### src/hw/fmc_pkg.sv
// What this block does
// - word bits B10..B9 pick left, right, format/mute or interface/clock register.
// - left register holds the left code in B7..B0 and left load in B8.
// - right register holds the right code in B7..B0 and right load in B8.
// - gain is 0.5 dB times code minus 255; code 00 mutes fully.
// - common bit B2 set makes the left code drive both attenuators.
// - left load applies left code, right gets left or stored right code.
// - left write without load stores the code, left level unchanged.
// - right load sets right from right or left code, left from stored left.
// - right write without load stores the code, right level unchanged.
// - format/mute bit B0 low turns soft mute on, high turns it off.
// - format/mute bit B1 high turns de-emphasis on.
// - format bit with width field B4..B3 selects input format; 11x reserved.
// - output width field B6..B5 gives 16, 18, 20 or 24 bits.
// - interface bit B0 low selects standard formats, high the I2S formats.
// - interface bit B1 inverts which frame clock level means left.
// - interface bit B3 low gives sharp roll-off, high slow roll-off.
// - interface bit B5 high halves the clock output frequency.
// - interface bits B7..B6 give de-emphasis rate 44.1, reserved, 48, 32 kHz.
package fmc_pkg;

	// ==========================================================
	// control word layout
	localparam int FMC_WORD_W = 16;
	localparam int FMC_ADDR_MSB = 10;
	localparam int FMC_ADDR_LSB = 9;
	localparam int FMC_LOAD_BIT = 8;
	localparam int FMC_CODE_MSB = 7;
	localparam int FMC_CODE_LSB = 0;
	localparam logic [1:0] FMC_ADDR_LEFT = 2'h0;
	localparam logic [1:0] FMC_ADDR_RIGHT = 2'h1;
	localparam logic [1:0] FMC_ADDR_FMT = 2'h2;
	localparam logic [1:0] FMC_ADDR_IFC = 2'h3;

	// ==========================================================
	// format/mute register fields
	localparam int FMC_MUTE_BIT = 0;
	localparam int FMC_DEEMPH_BIT = 1;
	localparam int FMC_IN_WIDTH_MSB = 4;
	localparam int FMC_IN_WIDTH_LSB = 3;
	localparam int FMC_OUT_WIDTH_MSB = 6;
	localparam int FMC_OUT_WIDTH_LSB = 5;

	// ==========================================================
	// interface/clock register fields
	localparam int FMC_FMTSEL_BIT = 0;
	localparam int FMC_POL_BIT = 1;
	localparam int FMC_COMMON_BIT = 2;
	localparam int FMC_ROLL_BIT = 3;
	localparam int FMC_CKHALF_BIT = 5;
	localparam int FMC_RATE_SEL_MSB = 7;
	localparam int FMC_RATE_SEL_LSB = 6;

	// ==========================================================
	// values after reset
	localparam logic [7:0] FMC_CODE_RST = 8'hFF;
	localparam logic FMC_MUTE_N_RST = 1'h1;
	localparam logic [1:0] FMC_FIELD2_RST = 2'h0;
	localparam logic FMC_BIT_RST = 1'h0;

	// ==========================================================
	// attenuation arithmetic and width figures
	localparam logic signed [8:0] FMC_GAIN_OFFSET = 9'sh0FF;
	localparam logic signed [8:0] FMC_GAIN_RST = 9'sh000;
	localparam logic [7:0] FMC_CODE_MUTE = 8'h00;
	localparam logic [4:0] FMC_OUT_BITS16 = 5'h10;
	localparam logic [4:0] FMC_OUT_BITS18 = 5'h12;
	localparam logic [4:0] FMC_OUT_BITS20 = 5'h14;
	localparam logic [4:0] FMC_OUT_BITS24 = 5'h18;

	// ==========================================================
	// input formats and de-emphasis rates
	typedef enum logic [2:0] {
		FMC_IN_STD16 = 3'h0,
		FMC_IN_STD20 = 3'h1,
		FMC_IN_STD24 = 3'h2,
		FMC_IN_LJ24 = 3'h3,
		FMC_IN_I2S16 = 3'h4,
		FMC_IN_I2S24 = 3'h5,
		FMC_IN_RSVD = 3'h7
	} fmc_in_fmt_e;

	typedef enum logic [1:0] {
		FMC_RATE_44K1 = 2'h0,
		FMC_RATE_RSVD = 2'h1,
		FMC_RATE_48K = 2'h2,
		FMC_RATE_32K = 2'h3
	} fmc_rate_e;

endpackage : fmc_pkg

### src/hw/fmc_level_if.sv
`timescale 1ns/1ps
// ==========================================================
// one channel's level request and the level it holds
interface fmc_level_if;
	logic load;
	logic [7:0] value;
	logic [7:0] level;
	logic full_mute;
	logic signed [8:0] gain;

	modport drive (output load, output value, input level, input full_mute, input gain);
	modport hold (input load, input value, output level, output full_mute, output gain);
endinterface : fmc_level_if

### src/hw/fmc_level_hold.sv
`timescale 1ns/1ps
// ==========================================================
// holds the applied attenuation of one channel
module fmc_level_hold (
	input wire logic core_clk, // 20 MHz clock
	input wire logic sys_rst, // async reset, high
	fmc_level_if.hold lv // level request and held level
);
	import fmc_pkg::*;

	logic [7:0] level_r;
	logic full_mute_r;
	logic signed [8:0] gain_r;

	// level, mute flag and gain move together so the filter never sees a mix
	always_ff @(posedge core_clk or posedge sys_rst) begin
		if (sys_rst) begin
			level_r <= FMC_CODE_RST;
			full_mute_r <= FMC_BIT_RST;
			gain_r <= FMC_GAIN_RST;
		end else if (lv.load) begin
			level_r <= lv.value;
			full_mute_r <= (lv.value == FMC_CODE_MUTE);
			gain_r <= $signed({1'b0, lv.value}) - FMC_GAIN_OFFSET;
		end
	end

	assign lv.level = level_r;
	assign lv.full_mute = full_mute_r;
	assign lv.gain = gain_r;
endmodule : fmc_level_hold

### src/hw/fmc_top.sv
`timescale 1ns/1ps
// ==========================================================
// mode control register bank: decodes control words into settings
module fmc_top (
	input wire logic core_clk, // 20 MHz clock
	input wire logic sys_rst, // async reset, high
	input wire logic [15:0] ctl_word, // received control word
	input wire logic ctl_word_valid, // one-cycle strobe, word complete
	output logic [7:0] left_atten_code, // stored left code
	output logic [7:0] right_atten_code, // stored right code
	output logic [7:0] left_level, // applied left code
	output logic [7:0] right_level, // applied right code
	output logic left_full_mute, // left code 00 applied
	output logic right_full_mute, // right code 00 applied
	output logic signed [8:0] left_gain_halfdb, // left gain in 0.5 dB steps
	output logic signed [8:0] right_gain_halfdb, // right gain in 0.5 dB steps
	output logic soft_silence_n, // low: soft mute on
	output logic deemphasis_enable, // high: de-emphasis on
	output logic [1:0] input_width_field, // raw input width field
	output logic [1:0] output_width_field, // raw output width field
	output fmc_pkg::fmc_in_fmt_e input_format, // decoded input format
	output logic input_format_reserved, // reserved format selected
	output logic [4:0] output_word_bits, // output word length in bits
	output logic i2s_select, // high: I2S input formats
	output logic frame_clock_polarity, // high: low frame clock is left
	output logic common_attenuation, // high: left code drives both
	output logic slow_rolloff_select, // high: slow roll-off
	output logic clock_out_halve, // high: clock out at half rate
	output logic [1:0] deemphasis_rate_select, // raw rate field
	output fmc_pkg::fmc_rate_e deemphasis_rate, // decoded rate
	output logic deemphasis_rate_reserved // reserved rate selected
);
	import fmc_pkg::*;

	// ==========================================================
	// word decode
	logic [1:0] word_addr;
	logic [7:0] word_code;
	logic word_load;
	logic wr_left;
	logic wr_right;
	logic wr_fmt;
	logic wr_ifc;
	logic left_apply;
	logic right_apply;

	// address bits pick exactly one register per strobe
	assign word_addr = ctl_word[FMC_ADDR_MSB:FMC_ADDR_LSB];
	assign word_code = ctl_word[FMC_CODE_MSB:FMC_CODE_LSB];
	assign word_load = ctl_word[FMC_LOAD_BIT];
	assign wr_left = ctl_word_valid && (word_addr == FMC_ADDR_LEFT);
	assign wr_right = ctl_word_valid && (word_addr == FMC_ADDR_RIGHT);
	assign wr_fmt = ctl_word_valid && (word_addr == FMC_ADDR_FMT);
	assign wr_ifc = ctl_word_valid && (word_addr == FMC_ADDR_IFC);
	assign left_apply = wr_left && word_load;
	assign right_apply = wr_right && word_load;

	// ==========================================================
	// stored registers
	logic [7:0] left_code_r;
	logic [7:0] right_code_r;
	logic mute_n_r;
	logic deemph_r;
	logic [1:0] in_width_r;
	logic [1:0] out_width_r;
	logic fmtsel_r;
	logic pol_r;
	logic common_r;
	logic roll_r;
	logic ckhalf_r;
	logic [1:0] rate_sel_r;

	// attenuation codes: bits B15..B11 never reach a flop
	always_ff @(posedge core_clk or posedge sys_rst) begin
		if (sys_rst) begin
			left_code_r <= FMC_CODE_RST;
			right_code_r <= FMC_CODE_RST;
		end else begin
			if (wr_left) begin
				left_code_r <= word_code;
			end
			if (wr_right) begin
				right_code_r <= word_code;
			end
		end
	end

	// format/mute register; unused positions are dropped
	always_ff @(posedge core_clk or posedge sys_rst) begin
		if (sys_rst) begin
			mute_n_r <= FMC_MUTE_N_RST;
			deemph_r <= FMC_BIT_RST;
			in_width_r <= FMC_FIELD2_RST;
			out_width_r <= FMC_FIELD2_RST;
		end else if (wr_fmt) begin
			mute_n_r <= ctl_word[FMC_MUTE_BIT];
			deemph_r <= ctl_word[FMC_DEEMPH_BIT];
			in_width_r <= ctl_word[FMC_IN_WIDTH_MSB:FMC_IN_WIDTH_LSB];
			out_width_r <= ctl_word[FMC_OUT_WIDTH_MSB:FMC_OUT_WIDTH_LSB];
		end
	end

	// interface/clock register
	always_ff @(posedge core_clk or posedge sys_rst) begin
		if (sys_rst) begin
			fmtsel_r <= FMC_BIT_RST;
			pol_r <= FMC_BIT_RST;
			common_r <= FMC_BIT_RST;
			roll_r <= FMC_BIT_RST;
			ckhalf_r <= FMC_BIT_RST;
			rate_sel_r <= FMC_FIELD2_RST;
		end else if (wr_ifc) begin
			fmtsel_r <= ctl_word[FMC_FMTSEL_BIT];
			pol_r <= ctl_word[FMC_POL_BIT];
			common_r <= ctl_word[FMC_COMMON_BIT];
			roll_r <= ctl_word[FMC_ROLL_BIT];
			ckhalf_r <= ctl_word[FMC_CKHALF_BIT];
			rate_sel_r <= ctl_word[FMC_RATE_SEL_MSB:FMC_RATE_SEL_LSB];
		end
	end

	// ==========================================================
	// applied levels
	fmc_level_if left_if ();
	fmc_level_if right_if ();

	// a load on either channel refreshes both, as the two loads are meant to
	// set the pair at once; common mode is read from the stored bit, so a
	// change of mode only takes effect at the next load
	always_comb begin
		left_if.load = left_apply || right_apply;
		right_if.load = left_apply || right_apply;
		if (left_apply) begin
			left_if.value = word_code;
			right_if.value = common_r ? word_code : right_code_r;
		end else begin
			left_if.value = left_code_r;
			right_if.value = common_r ? left_code_r : word_code;
		end
	end

	// writes without load leave the holders alone
	fmc_level_hold u_left_hold (
		.core_clk(core_clk),
		.sys_rst(sys_rst),
		.lv(left_if.hold)
	);

	fmc_level_hold u_right_hold (
		.core_clk(core_clk),
		.sys_rst(sys_rst),
		.lv(right_if.hold)
	);

	// ==========================================================
	// decoded settings, registered so every data output leaves a flop
	fmc_in_fmt_e in_fmt_r;
	logic in_fmt_rsvd_r;
	logic [4:0] out_bits_r;
	fmc_rate_e rate_r;
	logic rate_rsvd_r;

	// input format from format bit and width field; one cycle behind the field
	always_ff @(posedge core_clk or posedge sys_rst) begin
		if (sys_rst) begin
			in_fmt_r <= FMC_IN_STD16;
			in_fmt_rsvd_r <= FMC_BIT_RST;
		end else begin
			case ({fmtsel_r, in_width_r})
				3'h0: in_fmt_r <= FMC_IN_STD16;
				3'h1: in_fmt_r <= FMC_IN_STD20;
				3'h2: in_fmt_r <= FMC_IN_STD24;
				3'h3: in_fmt_r <= FMC_IN_LJ24;
				3'h4: in_fmt_r <= FMC_IN_I2S16;
				3'h5: in_fmt_r <= FMC_IN_I2S24;
				default: in_fmt_r <= FMC_IN_RSVD;
			endcase
			in_fmt_rsvd_r <= fmtsel_r && in_width_r[1];
		end
	end

	// output word length in bits
	always_ff @(posedge core_clk or posedge sys_rst) begin
		if (sys_rst) begin
			out_bits_r <= FMC_OUT_BITS16;
		end else begin
			case (out_width_r)
				2'h0: out_bits_r <= FMC_OUT_BITS16;
				2'h1: out_bits_r <= FMC_OUT_BITS18;
				2'h2: out_bits_r <= FMC_OUT_BITS20;
				default: out_bits_r <= FMC_OUT_BITS24;
			endcase
		end
	end

	// de-emphasis rate; the reserved code is flagged, not remapped
	always_ff @(posedge core_clk or posedge sys_rst) begin
		if (sys_rst) begin
			rate_r <= FMC_RATE_44K1;
			rate_rsvd_r <= FMC_BIT_RST;
		end else begin
			case (rate_sel_r)
				2'h0: rate_r <= FMC_RATE_44K1;
				2'h1: rate_r <= FMC_RATE_RSVD;
				2'h2: rate_r <= FMC_RATE_48K;
				default: rate_r <= FMC_RATE_32K;
			endcase
			rate_rsvd_r <= (rate_sel_r == 2'h1);
		end
	end

	// ==========================================================
	// outputs
	assign left_atten_code = left_code_r;
	assign right_atten_code = right_code_r;
	assign left_level = left_if.level;
	assign right_level = right_if.level;
	assign left_full_mute = left_if.full_mute;
	assign right_full_mute = right_if.full_mute;
	assign left_gain_halfdb = left_if.gain;
	assign right_gain_halfdb = right_if.gain;
	assign soft_silence_n = mute_n_r;
	assign deemphasis_enable = deemph_r;
	assign input_width_field = in_width_r;
	assign output_width_field = out_width_r;
	assign input_format = in_fmt_r;
	assign input_format_reserved = in_fmt_rsvd_r;
	assign output_word_bits = out_bits_r;
	assign i2s_select = fmtsel_r;
	assign frame_clock_polarity = pol_r;
	assign common_attenuation = common_r;
	assign slow_rolloff_select = roll_r;
	assign clock_out_halve = ckhalf_r;
	assign deemphasis_rate_select = rate_sel_r;
	assign deemphasis_rate = rate_r;
	assign deemphasis_rate_reserved = rate_rsvd_r;
endmodule : fmc_top

### config.mk
export PLATFORM = sky130hd
export DESIGN_NAME = fmc_top
export DESIGN_NICKNAME = d
export VERILOG_FILES = /design/src/hw/fmc_pkg.sv /design/src/hw/fmc_level_if.sv /design/src/hw/fmc_level_hold.sv /design/src/hw/fmc_top.sv
export SDC_FILE = /design/constraint.sdc
export NUM_CORES = 1
export LEC_CHECK = 0
export BUFFER_PORTS_ARGS = -buffer_cell sky130_fd_sc_hd__buf_2
export CELL_PAD_IN_SITES_DETAIL_PLACEMENT = 0
export CELL_PAD_IN_SITES_GLOBAL_PLACEMENT = 2
export CORE_UTILIZATION = 33
export CTS_CLUSTER_SIZE = 30
export DETAILED_ROUTE_END_ITERATION = 16
export PLACE_DENSITY_LB_ADDON = 0.1
export SYNTH_ARGS = -nofsm -noshare
export SYNTH_HDL_FRONTEND = slang
export SYNTH_SLANG_ARGS = --single-unit
### constraint.sdc
create_clock -name core_clk -period 2.85 [get_ports core_clk]
set_clock_uncertainty 0.15 [all_clocks]
set_input_delay 0.1425 -clock core_clk [delete_from_list [all_inputs] [get_ports core_clk]]
set_output_delay 0.1425 -clock core_clk [all_outputs]
set_load 0.02 [all_outputs]
==> summary.txt <==
CTS
  • Clock root buffer: clkbuf_8
  • Clock latency on the worst-skew pair: 340 ps
  • Clock sinks: 75
  • Clock-pin slew on the worst setup and hold paths: 80 ps
  • CTS tree: done
  • H-tree Lvls: 3
  • CTS Buf Count: 9
  • Clock tree buffer depth: 2
  • Post-CTS Resized: 0

Logic synthesis
  • Most common flop cell mapped by yosys: dfrtp_1
  • Area share of the largest cell type after synthesis: 31.7%
  • Async set or reset register ratio after synthesis: 100%
  • Yosys cell types: 39
  • Yosys warns: 0
  • EDFF count, synth: 0
  • Syn Nets: 302
  • Avg Inst Size Synth: 11.8 um2
  • Cells after synthesis: 281
  • Mapped Area: 3320 um2
  • Most common cell in the synthesized netlist: dfrtp_1
  • Commonest cells in the netlist: dfrtp_1 (42), nand2_1 (40), dfstp_2 (33)
  • Area contributors post-synth: dfrtp_1 (32%), dfstp_2 (26%), mux2_2 (9.8%)
  • FF+latch count, synth: 75
  • Cell taking the most area after synthesis: dfrtp_1
  • Seq/Total Area, Yosys: 57.8%

Pwr
  • Max VDD drop: 336 uV
  • Power Density: 832 nW/um2
  • P_leak: 0.00194 uW

Floorplanning
  • Die Y: 102 um
  • Die Width: 102 um
  • CORE AREA: 9770 um2
  • Row count: 36
  • Die area: 10500 um2
  • Initial Utilization: 34.0%
  • IO Count: 96

Placement
  • IO Port Bufs: 88
  • DP HPWL: 5620 um
  • Placer Congestion: 0.739

Timing
  • Fin. Hold Viols: 0
  • Minimum clock period: 2390 ps
  • Slew margin rel.: 48.1%
  • Final setup vio count: 0
  • Worst-Margin Slew: 776 ps
  • Fmax: 418 MHz
  • Slew Limit Fails: 0
  • RSZ-0062 raised after global routing: false
  • Setup TNS: 0 ps
  • Tcrit/Tclk final: 83.9%

Min path
  • Min-Delay Path Class: in -> reg
  • Hold depth: 2
  • Hold Crit Start: ctl_word[6]

Finish
  • Area Overhead vs Synth: 26.4%
  • Filler cell count: 997
  • End-of-flow core utilization: 42.9%
  • Antenna cells: 0
  • Layout cells sized above 1: 47.4%
  • # nets final: 396

Worst setup path
  • CP max FO: 13
  • Startpoint Class: register
  • Worst path required time: 2910 ps
  • FF-to-FF Start: common_attenuation$_DFFE_PP0P_
  • Critical path data arrival time: 2450 ps
  • Crit path from: common_attenuation$_DFFE_PP0P_
  • R2R depth: 8
  • Crit path kind: reg -> reg
  • Critical Path End Type: register

GRT
  • Initial antenna violation count: 0
  • Overflow after GRT: 0
  • Pin count of the biggest net entering global routing: 59
  • First-pass GRT wire length: 12400 um
  • Gr usage total: 16.1%
  • Vias in the first global route: 2227

Outcome
  • Status: finished, final reports clean

Detailed routing
  • Vias: 2364
  • Remaining DRCs: 0
  • Drt initial violations: 64
  • Post-Route WL: 7950 um
  • Via density: 4.61
  • Post-route ant nets: 0
  • DRT Pass-1 Iters: 4
  • WL/cell: 15.5 um

Flow run
  • Max_cap viols: 0
==> sequential cells by signal (all words and copies together), names as in the netlist <==
name	count
u_left_hold.lv.gain	9
u_left_hold.lv.level	8
input_width_field	2
input_format	3
common_attenuation	1
deemphasis_enable	1
frame_clock_polarity	1
input_format_reserved	1
u_right_hold.lv.gain	9
soft_silence_n	1
deemphasis_rate_reserved	1
deemphasis_rate_select	2
output_word_bits	3
output_width_field	2
deemphasis_rate	2
i2s_select	1
slow_rolloff_select	1
u_left_hold.lv.full_mute	1
u_right_hold.lv.full_mute	1
u_right_hold.lv.level	8
right_atten_code	8
clock_out_halve	1
left_atten_code	8
==> worst paths after layout <==
check	end	slack, ps
min reg2reg	input_format[2]$_DFF_PP0_	270
min in group asynchronous	output_word_bits[3]$_DFF_PP0_	320
max	u_right_hold.lv.gain[6]$_DFFE_PP0P_	460
min	deemphasis_rate_select[0]$_DFFE_PP0P_	40
max in group asynchronous	u_right_hold.lv.level[4]$_DFFE_PP1P_	1480
max reg2reg	u_right_hold.lv.gain[6]$_DFFE_PP0P_	460
==> metrics by stage <==
| step | worst slack (ps) | total power [uW] | instances | cell area, um2 | hold WS [ps] |
|---|---|---|---|---|---|
| after global routing | 206 | 3700 | 513 | 4200 | 43.3 |
| after floorplan | 489 | 2220 | 281 | 3320 | 143 |
| after detailed placement | 330 | 2600 | 490 | 3900 | 178 |
| final | 458 | 3490 | 513 | 4200 | 40.5 |
| after CTS | 423 | 3550 | 513 | 4200 | 28.3 |
| after global placement | 352 | 2590 | 490 | 3900 | 173 |
==> layer usage <==
metal / wire [um] / GRT usage [%] / vias to the layer above / part of all wire [%]
li1: - / - / 1167 / -
met1: 3900 / 22.8 / 1128 / 49
met2: 3580 / 24.2 / 64 / 45
met3: 393 / 4.31 / 5 / 4.9
met4: 82 / 4.62 / 0 / 1.0
met5: 0 / 0 / - / 0
==> worst max-delay path, cell delays in order, from the launching register on <==
cell and delay [ps]:
dfrtp_1 570, xnor2_4 400, o221ai_1 230, inv_1 120, ha_1 170, o2111ai_1 130
nor4_1 250, xor2_1 180, o21ai_1 70
==> what timing repair did <==
item | CTS | global route
hold endpoints to repair | 43 | 0
hold buffers | 7 | 0
setup buffers | 0 | 0
endpoints found under the setup margin | 0 | 0
==> report_power, final <==
| group | switching (uW) | internal [uW] | total [uW] | leakage [uW] |
|---|---|---|---|---|
| sequential | 146 | 1360 | 1510 | 0.000854 |
| clock | 405 | 517 | 922 | 0.000108 |
| combinational | 675 | 389 | 1060 | 0.000976 |
| total | 1230 | 2270 | 3490 | 0.00194 |
==> cell type report <==
cell class              count  area (um2)  area share [%]
clock inverters             6        88.8            2.12
repair buffers            101         568            13.5
flip-flops and latches     75        1920            45.7
inverters                   4        15.0           0.358
clock buffers              10         138            3.28
well taps                 133         166            3.97
multi-input cells         184        1300            31.0
==> cell usage in the layout, fill, tap and decap left out, drive strengths merged, types with 5 or more instances in the layout <==
cell         count
clkbuf          10
dfstp           33
xnor2            6
buf             94
nor2             7
nor2b            5
dlygate4sd3      7
o21ai           27
or3              8
nand2           40
mux2            29
xor2             5
dfrtp           42
mux2i           10
o221ai           7
nor3             5
==> cell families after synthesis <==
kind of cell / synth area share, %
AO/OA/AOI/OAI: 9.05
XOR/XNOR: 3.47
adder cells (fa/ha/maj): 0.754
buffers and inverters: 2.98
flip-flops: 57.8
multiplexers: 12.9
other: 0.226
AND/OR/NAND/NOR: 12.9
Note: power is estimated with default switching activity, not from simulation.
